File: src/nvm_map.svh
// Purpose: Offsets, field positions, reset values and timing counts of the byte memory block
// Assumes: Included by bare name from the design files
// Notes: Definitions only
`ifndef NVM_MAP_SVH
`define NVM_MAP_SVH

// ----------------------------------------------------------------
// Register placement
// ----------------------------------------------------------------
`define NVM_SECTOR_DIRECT 8'h00
`define NVM_SECTOR_CTRL 8'h01
`define NVM_ADDR_OFF 8'h2c
`define NVM_DATA_OFF 8'h2d
`define NVM_CTRL_OFF 8'h40

// ----------------------------------------------------------------
// Control register fields
// ----------------------------------------------------------------
`define NVM_CTRL_PROGRAM_PERMIT 3
`define NVM_CTRL_WRITE_TRIGGER 2
`define NVM_CTRL_FETCH_PERMIT 1
`define NVM_CTRL_READ_TRIGGER 0

// ----------------------------------------------------------------
// Reset values and sizes
// ----------------------------------------------------------------
`define NVM_ADDR_RESET 6'h00
`define NVM_DATA_RESET 8'h00
`define NVM_CTRL_RESET 4'h0
`define NVM_DEPTH 64

// ----------------------------------------------------------------
// Timing counts
// ----------------------------------------------------------------
`define NVM_LOW_SPEED_RC_OSC_KHZ 32
`define NVM_WRITE_TICKS 64
`define NVM_READ_CYCLES 4

`endif

File: src/nvm_pkg.sv
// Purpose: Types shared by the byte memory block
// Assumes: Nothing
// Notes: Constants live in nvm_map.svh
package nvm_pkg;

	// ----------------------------------------------------------------
	// Access sequencer states
	// ----------------------------------------------------------------
	typedef enum logic [1:0] {
		ST_IDLE,
		ST_READ,
		ST_WRITE
	} access_state_e;

	typedef logic [5:0] byte_index_t;
	typedef logic [7:0] byte_value_t;

endpackage

File: src/nvm_array_if.sv
// Purpose: Link between the access sequencer and the byte array
// Assumes: One clock
// Notes: Write strobe is a one-cycle pulse
interface nvm_array_if;
	logic rd_stb;
	logic wr_stb;
	nvm_pkg::byte_index_t nvm_byte_index;
	nvm_pkg::byte_value_t wr_value;
	nvm_pkg::byte_value_t rd_value;

	modport ctrl (
		output rd_stb,
		output wr_stb,
		output nvm_byte_index,
		output wr_value,
		input rd_value
	);

	modport mem (
		input rd_stb,
		input wr_stb,
		input nvm_byte_index,
		input wr_value,
		output rd_value
	);
endinterface

File: src/nvm_byte_array.sv
// Purpose: 64 x 8 storage array with registered read port
// Assumes: Strobes come from the sequencer on the same clock
// Notes: Storage is not reset, it models retained content
`include "nvm_map.svh"

module nvm_byte_array (
	// Clock and reset
	input wire logic sys_clk_i,
	input wire logic rst_i,
	// Sequencer side
	nvm_array_if.mem port
);

	// ----------------------------------------------------------------
	// Storage
	// ----------------------------------------------------------------
	nvm_pkg::byte_value_t cells [`NVM_DEPTH];
	nvm_pkg::byte_value_t rd_ff;
	nvm_pkg::byte_value_t nxt_rd;

	always_comb begin
		nxt_rd = rd_ff;
		if (port.rd_stb) begin
			nxt_rd = cells[port.nvm_byte_index];
		end
	end

	always_ff @(posedge sys_clk_i or posedge rst_i) begin
		if (rst_i) begin
			rd_ff <= `NVM_DATA_RESET;
		end else begin
			rd_ff <= nxt_rd;
		end
	end

	// Retained content, so no reset term
	always_ff @(posedge sys_clk_i) begin
		if (port.wr_stb) begin
			cells[port.nvm_byte_index] <= port.wr_value;
		end
	end

	assign port.rd_value = rd_ff;

endmodule // nvm_byte_array

File: src/byte_eeprom_access_controller.sv
// Purpose: Byte-wide non-volatile memory access controller behind CPU special registers
// Assumes: Special register port driven by the CPU on sys_clk_i; low speed clock on a pin
// Notes: Write time counted in low speed clock edges, asynchronous to sys_clk_i
`include "nvm_map.svh"

module byte_eeprom_access_controller #(
	parameter int WRITE_TICKS = `NVM_WRITE_TICKS,
	parameter int READ_CYCLES = `NVM_READ_CYCLES
) (
	// Clock and reset
	input wire logic sys_clk_i,
	input wire logic rst_i,
	// Special register port
	input wire logic [7:0] pointer_high_byte_i,
	input wire logic [7:0] sfr_addr_i,
	input wire logic sfr_wr_i,
	input wire logic sfr_rd_i,
	input wire logic [7:0] sfr_wdata_i,
	output logic [7:0] sfr_rdata_o,
	// Low speed clock and power mode
	input wire logic low_speed_rc_osc_i,
	input wire logic cpu_idle_i,
	// Interrupt hand-off
	input wire logic nvm_irq_mask_bit_i,
	input wire logic global_irq_enable_i,
	input wire logic stack_full_i,
	input wire logic irq_serviced_i,
	output logic nvm_irq_flag_o,
	output logic nvm_irq_req_o,
	// Status
	output logic busy_o
);

	// ----------------------------------------------------------------
	// Low speed clock synchroniser
	// ----------------------------------------------------------------
	logic [2:0] low_speed_rc_osc_ff;
	logic [2:0] nxt_low_speed_rc_osc;
	logic low_speed_rc_osc_lvl_ff;
	logic nxt_low_speed_rc_osc_lvl;
	logic low_speed_rc_osc_tick;

	// Level only moves once second and third stage agree
	always_comb begin
		nxt_low_speed_rc_osc = {low_speed_rc_osc_ff[1:0], low_speed_rc_osc_i};
		nxt_low_speed_rc_osc_lvl = low_speed_rc_osc_lvl_ff;
		if (low_speed_rc_osc_ff[1] == low_speed_rc_osc_ff[2]) begin
			nxt_low_speed_rc_osc_lvl = low_speed_rc_osc_ff[2];
		end
	end

	always_ff @(posedge sys_clk_i or posedge rst_i) begin
		if (rst_i) begin
			low_speed_rc_osc_ff <= 3'h0;
			low_speed_rc_osc_lvl_ff <= 1'b0;
		end else begin
			low_speed_rc_osc_ff <= nxt_low_speed_rc_osc;
			low_speed_rc_osc_lvl_ff <= nxt_low_speed_rc_osc_lvl;
		end
	end

	// Rising edge counted once, when both late stages agree on high
	assign low_speed_rc_osc_tick = low_speed_rc_osc_ff[2] & low_speed_rc_osc_ff[1] & ~low_speed_rc_osc_lvl_ff;

	// ----------------------------------------------------------------
	// Register decode
	// ----------------------------------------------------------------
	logic ctrl_hit;
	logic addr_hit;
	logic data_hit;

	always_comb begin
		ctrl_hit = 1'b0;
		addr_hit = 1'b0;
		data_hit = 1'b0;
		// Control only through the sector 1 pointer window
		if (pointer_high_byte_i == `NVM_SECTOR_CTRL && sfr_addr_i == `NVM_CTRL_OFF) begin
			ctrl_hit = 1'b1;
		end else if (pointer_high_byte_i == `NVM_SECTOR_DIRECT
				&& sfr_addr_i == `NVM_ADDR_OFF) begin
			addr_hit = 1'b1;
		end else if (pointer_high_byte_i == `NVM_SECTOR_DIRECT
				&& sfr_addr_i == `NVM_DATA_OFF) begin
			data_hit = 1'b1;
		end
	end

	// ----------------------------------------------------------------
	// Sequencer and registers
	// ----------------------------------------------------------------
	nvm_array_if arr ();

	nvm_pkg::access_state_e state_ff, nxt_state;
	nvm_pkg::byte_index_t nvm_addr_reg_ff, nxt_nvm_addr_reg;
	nvm_pkg::byte_value_t nvm_data_reg_ff, nxt_nvm_data_reg;
	logic program_permit_ff, nxt_program_permit;
	logic write_trig_ff, nxt_write_trig;
	logic fetch_permit_ff, nxt_fetch_permit;
	logic read_trig_ff, nxt_read_trig;
	logic irq_flag_ff, nxt_irq_flag;
	logic [15:0] cnt_ff, nxt_cnt;
	logic [7:0] rdata_ff, nxt_rdata;
	logic write_done;
	logic [7:0] ctrl_view;

	assign ctrl_view = {4'h0, program_permit_ff, write_trig_ff, fetch_permit_ff,
		read_trig_ff};

	always_comb begin
		nxt_state = state_ff;
		nxt_nvm_addr_reg = nvm_addr_reg_ff;
		nxt_nvm_data_reg = nvm_data_reg_ff;
		nxt_program_permit = program_permit_ff;
		nxt_write_trig = write_trig_ff;
		nxt_fetch_permit = fetch_permit_ff;
		nxt_read_trig = read_trig_ff;
		nxt_cnt = cnt_ff;
		write_done = 1'b0;
		// Permits stay writable in any state
		if (sfr_wr_i && ctrl_hit) begin
			nxt_program_permit = sfr_wdata_i[`NVM_CTRL_PROGRAM_PERMIT];
			nxt_fetch_permit = sfr_wdata_i[`NVM_CTRL_FETCH_PERMIT];
		end
		case (state_ff)
			nvm_pkg::ST_IDLE: begin
				if (sfr_wr_i && addr_hit) begin
					nxt_nvm_addr_reg = sfr_wdata_i[5:0];
				end
				if (sfr_wr_i && data_hit) begin
					nxt_nvm_data_reg = sfr_wdata_i;
				end
				// Old permit value gates the trigger; two triggers at once start nothing
				if (sfr_wr_i && ctrl_hit && sfr_wdata_i[`NVM_CTRL_WRITE_TRIGGER]
						&& !sfr_wdata_i[`NVM_CTRL_READ_TRIGGER] && program_permit_ff) begin
					nxt_write_trig = 1'b1;
					nxt_cnt = 16'h0000;
					nxt_state = nvm_pkg::ST_WRITE;
				end else if (sfr_wr_i && ctrl_hit && sfr_wdata_i[`NVM_CTRL_READ_TRIGGER]
						&& !sfr_wdata_i[`NVM_CTRL_WRITE_TRIGGER] && fetch_permit_ff) begin
					nxt_read_trig = 1'b1;
					nxt_cnt = 16'h0000;
					nxt_state = nvm_pkg::ST_READ;
				end
			end
			nvm_pkg::ST_READ: begin
				nxt_cnt = cnt_ff + 16'h0001;
				if (cpu_idle_i || !fetch_permit_ff) begin
					nxt_read_trig = 1'b0;
					nxt_state = nvm_pkg::ST_IDLE;
				end else if (cnt_ff == 16'(READ_CYCLES)) begin
					nxt_nvm_data_reg = arr.rd_value;
					nxt_read_trig = 1'b0;
					nxt_state = nvm_pkg::ST_IDLE;
				end
			end
			nvm_pkg::ST_WRITE: begin
				if (low_speed_rc_osc_tick) begin
					nxt_cnt = cnt_ff + 16'h0001;
				end
				if (cpu_idle_i || !program_permit_ff) begin
					nxt_write_trig = 1'b0;
					nxt_state = nvm_pkg::ST_IDLE;
				end else if (low_speed_rc_osc_tick && cnt_ff == 16'(WRITE_TICKS - 1)) begin
					write_done = 1'b1;
					nxt_write_trig = 1'b0;
					nxt_state = nvm_pkg::ST_IDLE;
				end
			end
			default: begin
				nxt_state = nvm_pkg::ST_IDLE;
			end
		endcase
		// Set beats a same-cycle service clear
		nxt_irq_flag = write_done | (irq_flag_ff & ~irq_serviced_i);
		nxt_rdata = rdata_ff;
		if (sfr_rd_i) begin
			if (ctrl_hit) begin
				nxt_rdata = ctrl_view;
			end else if (addr_hit) begin
				nxt_rdata = {2'b00, nvm_addr_reg_ff};
			end else if (data_hit) begin
				nxt_rdata = nvm_data_reg_ff;
			end else begin
				nxt_rdata = 8'h00;
			end
		end
	end

	// Trigger writes while busy fall through the busy states untouched
	always_ff @(posedge sys_clk_i or posedge rst_i) begin
		if (rst_i) begin
			state_ff <= nvm_pkg::ST_IDLE;
			nvm_addr_reg_ff <= `NVM_ADDR_RESET;
			nvm_data_reg_ff <= `NVM_DATA_RESET;
			{program_permit_ff, write_trig_ff, fetch_permit_ff, read_trig_ff} <=
				`NVM_CTRL_RESET;
			irq_flag_ff <= 1'b0;
			cnt_ff <= 16'h0000;
			rdata_ff <= 8'h00;
		end else begin
			state_ff <= nxt_state;
			nvm_addr_reg_ff <= nxt_nvm_addr_reg;
			nvm_data_reg_ff <= nxt_nvm_data_reg;
			program_permit_ff <= nxt_program_permit;
			write_trig_ff <= nxt_write_trig;
			fetch_permit_ff <= nxt_fetch_permit;
			read_trig_ff <= nxt_read_trig;
			irq_flag_ff <= nxt_irq_flag;
			cnt_ff <= nxt_cnt;
			rdata_ff <= nxt_rdata;
		end
	end

	// ----------------------------------------------------------------
	// Array hookup
	// ----------------------------------------------------------------
	assign arr.rd_stb = (state_ff == nvm_pkg::ST_READ);
	assign arr.wr_stb = write_done;
	assign arr.nvm_byte_index = nvm_addr_reg_ff;
	assign arr.wr_value = nvm_data_reg_ff;

	nvm_byte_array u_array (
		.sys_clk_i(sys_clk_i),
		.rst_i(rst_i),
		.port(arr.mem)
	);

	// ----------------------------------------------------------------
	// Outputs
	// ----------------------------------------------------------------
	assign sfr_rdata_o = rdata_ff;
	assign nvm_irq_flag_o = irq_flag_ff;
	// Vector request only; the CPU does the actual vectoring
	assign nvm_irq_req_o = irq_flag_ff & nvm_irq_mask_bit_i & global_irq_enable_i
		& ~stack_full_i;
	assign busy_o = (state_ff != nvm_pkg::ST_IDLE);

endmodule // byte_eeprom_access_controller

File: config.mk
export PLATFORM = sky130hd
export DESIGN_NAME = byte_eeprom_access_controller
export DESIGN_NICKNAME = d
export VERILOG_FILES = /design/src/nvm_pkg.sv /design/src/nvm_array_if.sv /design/src/nvm_byte_array.sv /design/src/byte_eeprom_access_controller.sv
export VERILOG_INCLUDE_DIRS = /design/src /design/src/src
export SDC_FILE = /design/constraint.sdc
export NUM_CORES = 1
export LEC_CHECK = 0
export ABC_AREA = 1
export ABC_CLOCK_PERIOD_IN_PS = 2550
export BUFFER_PORTS_ARGS = -buffer_cell sky130_fd_sc_hd__buf_2
export CAP_MARGIN = 10
export CORE_ASPECT_RATIO = 0.7
export CORE_MARGIN = 5
export CORE_UTILIZATION = 24
export DETAILED_ROUTE_END_ITERATION = 7
export GPL_TIMING_DRIVEN = 0
export HOLD_SLACK_MARGIN = 0.08
export PLACE_DENSITY = 0.38
export SYNTH_ARGS = -nofsm -noshare
export SYNTH_HDL_FRONTEND = slang
export SYNTH_SLANG_ARGS = --single-unit
File: constraint.sdc
create_clock -name sys_clk_i -period 2.55 [get_ports sys_clk_i]
set_input_delay 0.1275 -clock sys_clk_i [delete_from_list [all_inputs] [get_ports sys_clk_i]]
set_output_delay 0.1275 -clock sys_clk_i [all_outputs]
set_load 0.02 [all_outputs]
==> results of run 1 <==
cell usage in the layout (no fill, tap or decap), types with 14 or more instances in the layout:
| cell type | n |
|---|---|
| sky130_fd_sc_hd__buf_12 | 40 |
| sky130_fd_sc_hd__buf_2 | 81 |
| sky130_fd_sc_hd__buf_4 | 49 |
| sky130_fd_sc_hd__clkbuf_1 | 21 |
| sky130_fd_sc_hd__clkbuf_16 | 59 |
| sky130_fd_sc_hd__clkinv_1 | 16 |
| sky130_fd_sc_hd__clkinv_2 | 14 |
| sky130_fd_sc_hd__dfrtp_1 | 45 |
| sky130_fd_sc_hd__dlygate4sd3_1 | 36 |
| sky130_fd_sc_hd__edfxtp_1 | 512 |
| sky130_fd_sc_hd__inv_1 | 444 |
| sky130_fd_sc_hd__nand2_1 | 691 |
| sky130_fd_sc_hd__nand3_1 | 228 |
| sky130_fd_sc_hd__nor2_1 | 139 |
| sky130_fd_sc_hd__nor2_4 | 67 |
| sky130_fd_sc_hd__o211ai_1 | 51 |
| sky130_fd_sc_hd__o21ai_0 | 25 |
| sky130_fd_sc_hd__o21ai_1 | 65 |
| sky130_fd_sc_hd__or2_2 | 31 |
through the flow:
step | TNS, ns | setup WS (ns)
final | 0 | 0.03329
after detailed placement | -377.64 | -0.9497
after CTS | 0 | 0.001649
after global placement | -698.56 | -0.9032
after floorplan | 0 | 0.3809
after global routing | -0.06600 | -0.008100
layer usage:
metal | part of all wire [%] | track usage, % | wire (µm) | vias up
li1 | - | - | - | 8509
met1 | 51 | 22.63 | 43190 | 8735
met2 | 41 | 21.51 | 34850 | 448
met3 | 6.7 | 3.672 | 5700 | 96
met4 | 1.8 | 3.141 | 1572 | 0
met5 | 0 | 0 | 0 | -
registers in the layout (all words and copies together), names as in the netlist:
signal,flops
u_array.port.rd_value,8
u_array.cells,512
arr.wr_value,8
cnt_ff,16
state_ff,2
program_permit_ff,1
arr.nvm_byte_index,6
read_trig_ff,1
sfr_rdata_o,8
low_speed_rc_osc_ff,3
nvm_irq_flag_o,1
fetch_permit_ff,1
low_speed_rc_osc_lvl_ff,1
write_trig_ff,1
worst reg2reg max path, delay by kind of cell (launching register included):
family | cells | cell delay [ns]
compound gates | 1 | 0.52
buf+inv | 5 | 0.73
flops | 1 | 0.45
simple gates | 7 | 0.74
cells in the mapped netlist:
master,instances,share of area [%]
sky130_fd_sc_hd__nand2_1,695,10
sky130_fd_sc_hd__edfxtp_1,512,61
sky130_fd_sc_hd__inv_1,448,6.6
sky130_fd_sc_hd__nand3_1,230,4.5
sky130_fd_sc_hd__nor2_1,208,3.1
sky130_fd_sc_hd__o21ai_1,72,1.4
sky130_fd_sc_hd__dfrtp_1,57,5.6
sky130_fd_sc_hd__buf_2,53,1.0
sky130_fd_sc_hd__o211ai_1,51,1.5
sky130_fd_sc_hd__or2_2,31,0.76
sky130_fd_sc_hd__o21ai_0,25,0.49
sky130_fd_sc_hd__buf_4,20,0.59
sky130_fd_sc_hd__clkbuf_1,16,0.24
sky130_fd_sc_hd__inv_2,9,0.13
sky130_fd_sc_hd__buf_6,8,0.36
sky130_fd_sc_hd__nand3b_4,8,0.63
sky130_fd_sc_hd__nor3_2,8,0.32
sky130_fd_sc_hd__nand4_1,7,0.17
sky130_fd_sc_hd__a21oi_1,6,0.12
sky130_fd_sc_hd__ha_1,6,0.30
sky130_fd_sc_hd__xor2_1,6,0.21
sky130_fd_sc_hd__nor3_1,5,0.099
sky130_fd_sc_hd__nand3b_1,3,0.089
sky130_fd_sc_hd__or2_0,3,0.074
sky130_fd_sc_hd__nand4_2,2,0.099
sky130_fd_sc_hd__nor3b_1,2,0.059
sky130_fd_sc_hd__xnor2_1,2,0.069
sky130_fd_sc_hd__and3_1,1,0.025
sky130_fd_sc_hd__buf_1,1,0.015
sky130_fd_sc_hd__clkinv_1,1,0.015
sky130_fd_sc_hd__inv_4,1,0.025
sky130_fd_sc_hd__mux2_2,1,0.044
sky130_fd_sc_hd__nand2_2,1,0.025
sky130_fd_sc_hd__nand2_4,1,0.044
sky130_fd_sc_hd__nand3_2,1,0.039
sky130_fd_sc_hd__nand3_4,1,0.069
sky130_fd_sc_hd__nor3_4,1,0.064
sky130_fd_sc_hd__nor4_1,1,0.025
sky130_fd_sc_hd__or2_1,1,0.025
sky130_fd_sc_hd__or2_4,1,0.035
power groups by stage:
stage | Combinational (W) | Clock (W) | Sequential (W)
detailed placement | 0.00153 | 0 | 0.0123
floorplan | 0.0000905 | 0 | 0.0122
global placement | 0.000151 | 0 | 0.0135
finish | 0.00153 | 0.00860 | 0.0121
CTS | 0.00157 | 0.00882 | 0.0121
global route | 0.00163 | 0.00924 | 0.0121
area by class of cell:
cell class | instances | area (µm²)
Sequential cell | 569 | 16830
Timing Repair Buffer | 144 | 1644
Tap cell | 1414 | 1769
Multi-Input combinational cell | 1381 | 6905
Clock buffer | 70 | 1518
Fill cell | 10860 | 73180
Buffer | 98 | 619.3
Inverter | 459 | 1740
Clock inverter | 39 | 335.3
worst max path at each step:
stage	cells past startpoint	to	start
floorplan	8	u_array.cells[62][0]$_DFFE_PP_	cnt_ff[0]$_DFFE_PP0P_
CTS	9	u_array.cells[24][5]$_DFFE_PP_	cnt_ff[0]$_DFFE_PP0P_
global route	5	u_array.cells[44][2]$_DFFE_PP_	arr.nvm_byte_index[3]$_DFFE_PP0P_
detailed placement	8	u_array.cells[23][4]$_DFFE_PP_	cnt_ff[0]$_DFFE_PP0P_
global placement	8	u_array.cells[11][4]$_DFFE_PP_	cnt_ff[0]$_DFFE_PP0P_
finish	13	u_array.port.rd_value[7]$_DFFE_PP0P_	arr.nvm_byte_index[0]$_DFFE_PP0P_
logic make-up after synthesis:
kind of cell               synth area share, %
muxes                                  0.04439
and+or+nand+nor                          20.56
buffers and inverters                    9.047
AOI/OAI and AO/OA                        3.542
adders and majority gates               0.2960
xor gates and xnor gates                0.2763
DFF                                      66.24
timing repair:
| item | 4_1_cts | 5_1_grt |
|---|---|---|
| pin swaps | 8 | 26 |
| endpoints found under the hold margin | 59 | 0 |
| setup buffers | 31 | 25 |
| endpoints found under the setup margin | 520 | 524 |
| cloned | 0 | 1 |
| hold buffers | 38 | 0 |
| gates resized for setup | 151 | 43 |
==> results.py, run 1 <==
metrics = {
    "cts": {
        "cts_tree": "built",
        "clock_sinks": 569,
        "insertion_delay_ns": 0.63,
        "cts_root_buf": "sky130_fd_sc_hd__clkbuf_16",
        "clk_path_buf_depth": 3,
        "cts-htree-levels": 2,
        "tritoncts.num_buffers": 58,
        "clkTransAtPathRegs_ns": 0.06,
    },
    "hold_path": {
        "hold_start": "pointer_high_byte_i[3]",
        "hold_depth": 6,
        "min_to": "state_ff[0]$_DFFE_PP0P_",
        "holdCritPathClass": "input port to register",
    },
    "drt": {
        "number_of_search_and_repair_iterations_in_the_first_detailed_routing_pass": 5,
        "detail-route-antenna-nets": 0,
        "routed_wl_mm": 85.31,
        "drt-wirelength-per-cell_um": 20.44,
        "drt_iter0_markers": 1528,
        "detailroute.via_count": 17790,
        "vias_per_cell": 4.262,
        "drcViolationCount": 0,
    },
    "status": {
        "run_status": "complete, no violations",
    },
    "floorplanning": {
        "floorplan.initialDensity_pct": 24.26,
        "fp.dieH_um": 282.0,
        "ioPinCount": 45,
        "die_width_um": 398.6,
        "fp.dieArea_mm2": 0.1124,
        "core_area_mm2": 0.1045,
        "placementRows": 99,
    },
    "timing": {
        "timing_worst_slew_pin_value_ns": 0.9237,
        "number_of_endpoints_with_negative_hold_slack_in_the_final_report": 0,
        "setup_viol_count_final": 0,
        "whs_ns": 0.1167,
        "achievable-frequency_mhz": 397.3,
        "period_share_pct": 98.69,
        "timing.final.crit_period_ns": 2.517,
        "slew_headroom_pct": 38.01,
        "slew_violations": 0,
        "timing.clock.skew_ns": 0.02581,
    },
    "grt": {
        "grt_overflow_total": 0,
        "grt_pass1_vias": 17170,
        "grt_max_degree": 53,
        "track_usage_pct": 14.94,
        "grt_pass1_wl_mm": 121.3,
        "initial_antenna_violation_count": 6,
    },
    "synthesis": {
        "ys_types": 40,
        "syn_inst": 2506,
        "synthesis_warnings": 0,
        "ys_seq_area_share_pct": 66.24,
        "postSynthAreaPerCell_um2": 10.12,
        "post_synthesis_net_count": 2546,
        "postSynthRegisterBits": 569,
        "synth_area_mm2": 0.02536,
    },
    "setup_path": {
        "cp_common_cell": "sky130_fd_sc_hd__nand2_1",
        "regToRegEndpoint": "u_array.port.rd_value[7]$_DFFE_PP0P_",
        "worst-path-max-fanout": 10,
        "ff2ff_setup_slack_ns": 0.03,
        "r2r_cells": 13,
        "critical_path_cell_with_the_highest_stage_delay": "sky130_fd_sc_hd__o21ai_1",
        "endpoint_kind": "register",
        "timing.critical_path.max_delay_family": "buffers and inverters",
        "worstPathCellList": "buf_6, inv_4, buf_6, buf_2, nand2_1, nand3_1, nand2_1, o21ai_1, nand2_1, nor2_1, nand3_1, nand2_1, inv_1",
        "critPathRequiredTime_ns": 3.06,
        "cp_data_arrival_time_ns": 3.03,
        "max_stage_delay_ns": 0.52,
        "criticalPathCategory": "register to register",
        "timing.rr.start": "arr.nvm_byte_index[0]$_DFFE_PP0P_",
        "startpoint_type": "register",
        "critPathBufInv": 5,
    },
    "placed_design": {
        "detailed_place.area_mm2": 0.02759,
        "globalplace.congestion": 0.9065,
        "port-buffer-count": 43,
        "place_hpwl_mm": 59.41,
        "place_inst": 3972,
    },
    "power_and_ir_drop": {
        "pwr_density_cell_mw_per_mm2": 707.4,
        "power.share.combinational_pct": 6.9,
        "power_frac_seq_pct": 54.4,
        "internal_power_w": 0.01660,
        "max_vdd_drop_mv": 0.5415,
        "switching_share_pct": 25.18,
        "totalPowerFinal_w": 0.02219,
        "clock_power_share_pct": 38.8,
        "p_leak_nw": 13.25,
        "net-switching-power_w": 0.005586,
    },
    "cells_and_area": {
        "final_util_pct": 30.00,
        "num_antenna_cells": 0,
        "area.growth.synth_to_final_pct": 23.66,
        "stdcell_count": 4174,
        "num-nets-final": 2751,
        "fin_area_mm2": 0.03137,
        "final_layout_size_suffix_gt1_share_pct": 16.16,
    },
    "run": {
        "drv.max_cap_violation_count": 0,
    },
}
Power figures use the tool's default switching activity.
==> run 2: changes to the inputs <==
--- a/config.mk
+++ b/config.mk
@@ -19,4 +19,5 @@
 export PLACE_DENSITY = 0.38
 export SYNTH_ARGS = -nofsm -noshare
 export SYNTH_HDL_FRONTEND = slang
+export SYNTH_HIERARCHICAL = 1
 export SYNTH_SLANG_ARGS = --single-unit
==> run 2 against run 1 <==
Against the previous run:
- cell area grew 3.6%
- synthesized cell count grew 4.5%
- global-route usage grew 0.47 points
- highest routed layer unchanged
- combinational power grew 56%
- core utilization grew 1.2 points
- first-iteration DRC count grew 12%
- cell count grew 4.7%
- non-clock buffer count grew 91
- flip-flop and latch count is the same
==> results.py, run 2 <==
metrics = {
    "synthesis": {
        "synthesis_warnings": 6,
        "predominant_post_synthesis_flop_cell": "sky130_fd_sc_hd__edfxtp_1",
        "synth_area_mm2": 0.02520,
        "post-synth-top-count-cell": "sky130_fd_sc_hd__nand2_1",
        "ys_types": 43,
        "netlist_top_cells_count": "sky130_fd_sc_hd__nand2_1 (1525), sky130_fd_sc_hd__edfxtp_1 (512), sky130_fd_sc_hd__nor2_1 (131)",
        "syn_inst": 2620,
        "post_synthesis_net_count": 2660,
        "count_of_flip_flops_with_a_built_in_enable_after_synthesis": 512,
        "synth-async-reset-ratio_pct": 10.02,
        "synthDominantAreaCellType": "sky130_fd_sc_hd__edfxtp_1",
        "postSynthAreaPerCell_um2": 9.619,
        "yosys.area.top_type_share_pct": 61.00,
        "ys_seq_area_share_pct": 66.66,
        "synth_top_cells_by_area": "sky130_fd_sc_hd__edfxtp_1 (61%), sky130_fd_sc_hd__nand2_1 (23%), sky130_fd_sc_hd__dfrtp_1 (5.7%)",
        "postSynthRegisterBits": 569,
    },
    "timing": {
        "rsz_0062_raised_after_global_routing": "true",
        "timing.clock.skew_ns": 0.02550,
        "slew_violations": 0,
        "timing.final.crit_period_ns": 2.478,
        "period_share_pct": 97.18,
        "postLayoutSetupSlackWorst_ns": 0.07201,
        "timing_worst_slew_pin_value_ns": 0.7361,
        "setup_viol_count_final": 0,
        "slew_headroom_pct": 50.93,
        "number_of_endpoints_with_negative_hold_slack_in_the_final_report": 0,
        "achievable-frequency_mhz": 403.6,
    },
    "cts": {
        "clkTransAtPathRegs_ns": 0.05,
        "cts_tree": "built",
        "cts_root_buf": "sky130_fd_sc_hd__clkbuf_16",
        "insertion_delay_ns": 0.61,
        "tritoncts.num_buffers": 68,
        "cts-htree-levels": 3,
        "clock_sinks": 569,
        "clk_path_buf_depth": 3,
    },
    "drt": {
        "detail-route-antenna-nets": 0,
        "number_of_search_and_repair_iterations_in_the_first_detailed_routing_pass": 5,
        "detailroute.via_count": 18920,
        "vias_per_cell": 4.329,
        "drt_iter0_markers": 1705,
        "drt-wirelength-per-cell_um": 19.72,
        "routed_wl_mm": 86.19,
        "drcViolationCount": 0,
    },
    "grt": {
        "track_usage_pct": 15.41,
        "grt_pass1_wl_mm": 126.1,
        "grt_overflow_total": 0,
        "initial_antenna_violation_count": 2,
        "grt_pass1_vias": 18590,
        "grt_max_degree": 51,
    },
    "cells_and_area": {
        "num-nets-final": 2951,
        "final_common_cell": "sky130_fd_sc_hd__nand2_1",
        "layout_top_registers": "u_array/cells (512), cnt_ff (16)",
        "largest_reg_flops": 512,
        "largest-register": "u_array/cells",
        "final_layout_size_suffix_gt1_share_pct": 17.09,
        "area.growth.synth_to_final_pct": 28.97,
        "final_cell_mix": "sky130_fd_sc_hd__nand2_1 (1520), sky130_fd_sc_hd__edfxtp_1 (512), sky130_fd_sc_hd__buf_2 (92)",
    },
    "floorplanning": {
        "placementRows": 99,
        "ioPinCount": 45,
        "fp.dieArea_mm2": 0.1117,
        "fp.dieH_um": 281.1,
        "die_width_um": 397.3,
        "core_area_mm2": 0.1042,
        "floorplan.initialDensity_pct": 24.19,
    },
    "run": {
        "drv.max_cap_violation_count": 0,
    },
    "placed_design": {
        "port-buffer-count": 43,
        "placement.setup.worst_slack_ns": -2.101,
        "place_hpwl_mm": 58.25,
        "globalplace.congestion": 0.8578,
    },
    "power_and_ir_drop": {
        "totalPowerFinal_w": 0.02333,
        "max_vdd_drop_mv": 0.3996,
        "pwr_density_cell_mw_per_mm2": 717.7,
        "p_leak_nw": 13.20,
    },
    "setup_path": {
        "endpoint_kind": "register",
        "cp_data_arrival_time_ns": 2.98,
        "worst-path-max-fanout": 10,
        "critPathRequiredTime_ns": 3.05,
        "criticalPathCategory": "register to register",
        "startpoint_type": "register",
    },
    "status": {
        "run_status": "complete, no violations",
    },
    "hold_path": {
        "holdCritPathClass": "input port to register",
    },
}
==> run 2: cell types whose count changed after synthesis, sizes merged, moves of 4 or more <==
cell    before   now
nor3        14    10
or2         36    11
buf         82    88
nor2       208   141
o21ai       97    26
nand3b      11     1
nand3      232    82
nand2      697  1528
clkbuf      16    24
nand4        9    14
inv        458    91
o211ai      51     4
==> run 2: critical path, stage by stage, from the launching register on <==
cell                       delay, ns
sky130_fd_sc_hd__dfrtp_2        0.42
sky130_fd_sc_hd__buf_6          0.19
sky130_fd_sc_hd__inv_2          0.06
sky130_fd_sc_hd__buf_6          0.18
sky130_fd_sc_hd__clkbuf_4       0.21
sky130_fd_sc_hd__nand2_1        0.07
sky130_fd_sc_hd__nand2_1        0.08
sky130_fd_sc_hd__nand2_1        0.29
sky130_fd_sc_hd__nand2_1        0.12
sky130_fd_sc_hd__nand2_1        0.08
sky130_fd_sc_hd__nand2_1        0.06
sky130_fd_sc_hd__nand2_1        0.06
sky130_fd_sc_hd__nand2_1        0.09
sky130_fd_sc_hd__nor2_1         0.18
sky130_fd_sc_hd__nand3_1        0.14
sky130_fd_sc_hd__nand2_1        0.08
sky130_fd_sc_hd__inv_1          0.03
==> run 2: logic make-up (layout without fill, tap and decap cells) <==
group | after synthesis | in the layout | synth area share, %
other | 0 | 1 | 0
muxes | 1 | 1 | 0.04468
xor gates and xnor gates | 5 | 5 | 0.1737
DFF | 569 | 569 | 66.66
buffers and inverters | 205 | 540 | 3.838
AOI/OAI and AO/OA | 42 | 42 | 0.9582
adders and majority gates | 6 | 6 | 0.2979
and+or+nand+nor | 1792 | 1792 | 28.02
==> run 2: timing repair <==
| action | CTS | global route |
|---|---|---|
| cloned | 1 | 0 |
| endpoints found under the hold margin | 87 | 0 |
| buffers inserted | 105 | 22 |
| hold buffers | 38 | 0 |
| resized for setup | 179 | 40 |
| pin swaps | 66 | 9 |
| endpoints found under the setup margin | 520 | 523 |
==> run 2: area by class of cell <==
cell class,instances,area (µm²)
clock inverters,27,140.1
clock buffers,87,1837
fillers,10680,71670
diodes,1,2.502
well taps,1414,1769
repair buffers,221,2689
flip-flops and latches,569,16830
inverters,93,376.6
multi-input cells,1846,8165
plain buffers,112,698.2
==> run 2: where the power goes <==
part	switching (W)	internal [W]	total [W]
clock	0.00377	0.00506	0.00883
combinational	0.00168	0.000706	0.00238
sequential	0.000730	0.0114	0.0121
==> run 2: final timing paths <==
kind / start / cells after the start / slack (ns) / to
setup / recovery: arr.nvm_byte_index[0]$_DFFE_PP0P_ / 16 / 0.07 / u_array/port.rd_value[7]$_DFFE_PP0P_
hold / removal: pointer_high_byte_i[6] / 7 / 0.13 / sfr_rdata_o[3]$_DFFE_PP0P_
setup reg to reg: arr.nvm_byte_index[0]$_DFFE_PP0P_ / 16 / 0.07 / u_array/port.rd_value[7]$_DFFE_PP0P_
hold reg to reg: low_speed_rc_osc_ff[0]$_DFF_PP0_ / 0 / 0.36 / low_speed_rc_osc_ff[1]$_DFF_PP0_
max in group asynchronous: rst_i / 4 / 1.66 / u_array/port.rd_value[0]$_DFFE_PP0P_
min in group asynchronous: rst_i / 3 / 0.14 / write_trig_ff$_DFFE_PP0P_
==> run 2: layer usage <==
metal / up-vias / routed length, µm / track usage, %
li1: 9057 / - / -
met5: - / 0 / 0
met3: 103 / 5645 / 2.746
met1: 9220 / 43130 / 23.80
met4: 0 / 1647 / 3.236
met2: 538 / 35770 / 22.39
==> run 2: stage by stage <==
step | instance area [µm²] | setup TNS, ns | utilization (%) | hold slack (ns) | cells
5_1_grt | 32500 | 0 | 31.20 | 0.1523 | 4369
3_5_place_dp | 27450 | -902.80 | 26.35 | 0.1369 | 4089
6_report | 32500 | 0 | 31.20 | 0.1318 | 4370
2_1_floorplan | 25200 | -4.479 | - | -0.05684 | 2620
4_1_cts | 32180 | -3.138 | 30.89 | 0.08436 | 4347
3_3_place_gp | 27190 | -1187.73 | 26.10 | 0.1331 | 4077
==> run 3: changes to the inputs <==
--- a/config.mk
+++ b/config.mk
@@ -6,7 +6,6 @@
 export SDC_FILE = /design/constraint.sdc
 export NUM_CORES = 1
 export LEC_CHECK = 0
-export ABC_AREA = 1
 export ABC_CLOCK_PERIOD_IN_PS = 2550
 export BUFFER_PORTS_ARGS = -buffer_cell sky130_fd_sc_hd__buf_2
 export CAP_MARGIN = 10
==> run 3 against run 2 <==
Against the previous run:
- non-clock buffer count down 25
- the flow now finishes with violations (negative setup slack)
- sequential power down 17%
- wire length up 7.3%
- critical endpoint is now u_array/port.rd_value[5]$_DFFE_PP0P_
- via count down 20%
- clock skew down 0.010 ns
==> results.py, run 3 <==
metrics = {
    "setup_path": {
        "regToRegEndpoint": "u_array/port.rd_value[5]$_DFFE_PP0P_",
        "r2r_cells": 9,
        "critPathRequiredTime_ns": 3.12,
        "ff2ff_setup_slack_ns": -0.12,
        "criticalPathCategory": "register to register",
        "worst-path-max-fanout": 10,
        "cp_data_arrival_time_ns": 3.24,
        "startpoint_type": "register",
        "timing.rr.start": "arr.nvm_byte_index[1]$_DFFE_PP0P_",
        "endpoint_kind": "register",
    },
    "cts": {
        "clkTransAtPathRegs_ns": 0.07,
        "insertion_delay_ns": 0.63,
        "clock_sinks": 569,
        "tritoncts.num_buffers": 56,
        "cts_tree": "built",
        "clk_path_buf_depth": 3,
        "cts_root_buf": "sky130_fd_sc_hd__clkbuf_16",
        "cts-htree-levels": 2,
    },
    "timing": {
        "whs_ns": 0.1647,
        "postLayoutSetupSlackWorst_ns": -0.1231,
        "slew_headroom_pct": 18.42,
        "slew_violations": 0,
        "number_of_endpoints_with_negative_hold_slack_in_the_final_report": 0,
        "achievable-frequency_mhz": 374.1,
        "timing.clock.skew_ns": 0.01525,
        "totalNegativeSetupSlack_ns": -0.5109,
        "rsz_0062_raised_after_global_routing": "true",
        "timing.final.crit_period_ns": 2.673,
        "timing_worst_slew_pin_value_ns": 1.207,
        "setup_viol_count_final": 51,
        "period_share_pct": 104.8,
    },
    "power_and_ir_drop": {
        "p_leak_nw": 8.670,
        "net-switching-power_w": 0.003816,
        "internal_power_w": 0.01472,
        "power.share.combinational_pct": 0.7,
        "max_vdd_drop_mv": 0.4681,
        "clock_power_share_pct": 45.3,
        "switching_share_pct": 20.58,
        "pwr_density_cell_mw_per_mm2": 603.0,
        "power_frac_seq_pct": 54.1,
    },
    "drt": {
        "number_of_search_and_repair_iterations_in_the_first_detailed_routing_pass": 5,
        "detailroute.via_count": 15190,
        "drcViolationCount": 0,
        "drt_iter0_markers": 1980,
        "detail-route-antenna-nets": 0,
        "drt-wirelength-per-cell_um": 30.73,
        "routed_wl_mm": 92.49,
        "vias_per_cell": 5.047,
    },
    "floorplanning": {
        "core_area_mm2": 0.09580,
        "ioPinCount": 45,
        "fp.dieH_um": 269.8,
        "fp.dieArea_mm2": 0.1029,
        "die_width_um": 381.2,
        "floorplan.initialDensity_pct": 24.16,
        "placementRows": 95,
    },
    "hold_path": {
        "hold_depth": 5,
        "hold_start": "sfr_addr_i[3]",
        "min_to": "sfr_rdata_o[3]$_DFFE_PP0P_",
        "holdCritPathClass": "input port to register",
    },
    "status": {
        "run_status": "complete, but fails checks",
        "failing_checks": "negative setup slack",
    },
    "synthesis": {
        "synth_top_cells_by_area": "sky130_fd_sc_hd__edfxtp_1 (66%), sky130_fd_sc_hd__dfrtp_1 (6.2%), sky130_fd_sc_hd__mux2i_1 (4.3%)",
        "syn_inst": 1425,
        "ys_types": 69,
        "yosys.area.top_type_share_pct": 66.42,
        "synthDominantAreaCellType": "sky130_fd_sc_hd__edfxtp_1",
        "synth-async-reset-ratio_pct": 10.02,
        "postSynthRegisterBits": 569,
        "post_synthesis_net_count": 1465,
        "synthesis_warnings": 6,
        "ys_seq_area_share_pct": 72.58,
        "netlist_top_cells_count": "sky130_fd_sc_hd__edfxtp_1 (512), sky130_fd_sc_hd__mux2i_1 (99), sky130_fd_sc_hd__nor2_1 (97)",
        "predominant_post_synthesis_flop_cell": "sky130_fd_sc_hd__edfxtp_1",
        "count_of_flip_flops_with_a_built_in_enable_after_synthesis": 512,
        "post-synth-top-count-cell": "sky130_fd_sc_hd__edfxtp_1",
        "synth_area_mm2": 0.02315,
        "postSynthAreaPerCell_um2": 16.24,
    },
    "grt": {
        "grt_pass1_vias": 14830,
        "grt_overflow_total": 0,
        "track_usage_pct": 17.55,
        "initial_antenna_violation_count": 3,
        "grt_pass1_wl_mm": 126.0,
        "grt_max_degree": 67,
    },
    "cells_and_area": {
        "final_cell_mix": "sky130_fd_sc_hd__edfxtp_1 (512), sky130_fd_sc_hd__buf_12 (90), sky130_fd_sc_hd__mux2i_1 (87)",
        "num-nets-final": 1744,
        "largest-register": "u_array/cells",
        "final_common_cell": "sky130_fd_sc_hd__edfxtp_1",
        "stdcell_count": 3010,
        "num_antenna_cells": 0,
        "final_layout_size_suffix_gt1_share_pct": 34.19,
        "layout_top_registers": "u_array/cells (512), cnt_ff (16)",
        "largest_reg_flops": 512,
        "area.growth.synth_to_final_pct": 32.80,
        "fin_area_mm2": 0.03074,
    },
    "placed_design": {
        "place_inst": 2741,
        "port-buffer-count": 44,
        "detailed_place.area_mm2": 0.02545,
        "placement.setup.worst_slack_ns": -2.216,
        "globalplace.congestion": 0.8904,
        "place_hpwl_mm": 60.51,
    },
    "run": {
        "drv.max_cap_violation_count": 0,
    },
}
run 3: cell families (layout without fill, tap and decap cells):
group                    count (synthesis)  in the layout  share of synthesized area, %
multiplexers                           184            184                         10.39
adder cells (fa/ha/maj)                  6              6                        0.3243
AND/OR/NAND/NOR                        273            273                         5.692
buffers and inverters                  109            433                         2.459
flip-flops                             569            569                         72.58
AO/OA/AOI/OAI                          284            284                         8.551
run 3: power groups by stage:
stage | sequential (W) | clock [W] | combinational (W)
after global routing | 0.0100 | 0.00900 | 0.000136
after global placement | 0.0102 | 0 | 0.0000938
after floorplan | 0.0102 | 0 | 0.0000397
after detailed placement | 0.0102 | 0 | 0.0000998
final | 0.0100 | 0.00839 | 0.000124
after CTS | 0.0100 | 0.00857 | 0.000124
run 3: area by class of cell:
class                   instances  area [µm²]
inverters                      22       87.58
well taps                    1261        1578
flip-flops and latches        569       16820
clock inverters                32       277.8
fillers                      9364       65060
repair buffers                224        2648
clock buffers                  71        1500
plain buffers                  84        1017
multi-input cells             747        6814
run 3: worst max-delay path by stage:
| stage | start | to | cells after the start |
|---|---|---|---|
| 6_report | arr.nvm_byte_index[1]$_DFFE_PP0P_ | u_array/port.rd_value[5]$_DFFE_PP0P_ | 9 |
| 5_1_grt | cnt_ff[12]$_DFFE_PP0P_ | u_array/cells[10][7]$_DFFE_PP_ | 10 |
| 4_1_cts | arr.nvm_byte_index[1]$_DFFE_PP0P_ | u_array/port.rd_value[2]$_DFFE_PP0P_ | 9 |
| 3_5_place_dp | arr.nvm_byte_index[0]$_DFFE_PP0P_ | u_array/cells[14][4]$_DFFE_PP_ | 7 |
| 3_3_place_gp | arr.nvm_byte_index[0]$_DFFE_PP0P_ | u_array/cells[62][2]$_DFFE_PP_ | 7 |
| 2_1_floorplan | cnt_ff[0]$_DFFE_PP0P_ | u_array/cells[28][0]$_DFFE_PP_ | 7 |
run 3: metal layers:
metal	up-vias	share of wire, %	global-route usage (%)
li1	6286	-	-
met1	8135	49	27.96
met2	652	40	23.87
met3	117	8.4	3.826
met4	0	2.2	4.025
met5	-	0	0
run 3: through the flow:
step                      power (W)  util [%]
after floorplan             0.01026         -
after global placement      0.01032     26.35
after detailed placement    0.01032     26.57
after CTS                   0.01872     31.59
after global routing        0.01915     32.09
final                       0.01854     32.09
run 3: critical path, stage by stage (launching register included):
cell,delay [ns]
sky130_fd_sc_hd__dfrtp_1,0.41
sky130_fd_sc_hd__buf_12,0.18
sky130_fd_sc_hd__buf_16,0.17
sky130_fd_sc_hd__nor2_4,0.45
sky130_fd_sc_hd__buf_4,0.35
sky130_fd_sc_hd__a22oi_1,0.11
sky130_fd_sc_hd__o22ai_1,0.35
sky130_fd_sc_hd__nor2_1,0.13
sky130_fd_sc_hd__o2bb2ai_1,0.25
sky130_fd_sc_hd__o32a_1,0.19
run 3: what timing repair did:
item,CTS,global route
setup buffers,128,21
setup endpoints to repair,549,539
gates cloned,1,0
hold buffers,21,0
pin swaps,82,18
gates resized for setup,294,68
hold endpoints to repair,85,0
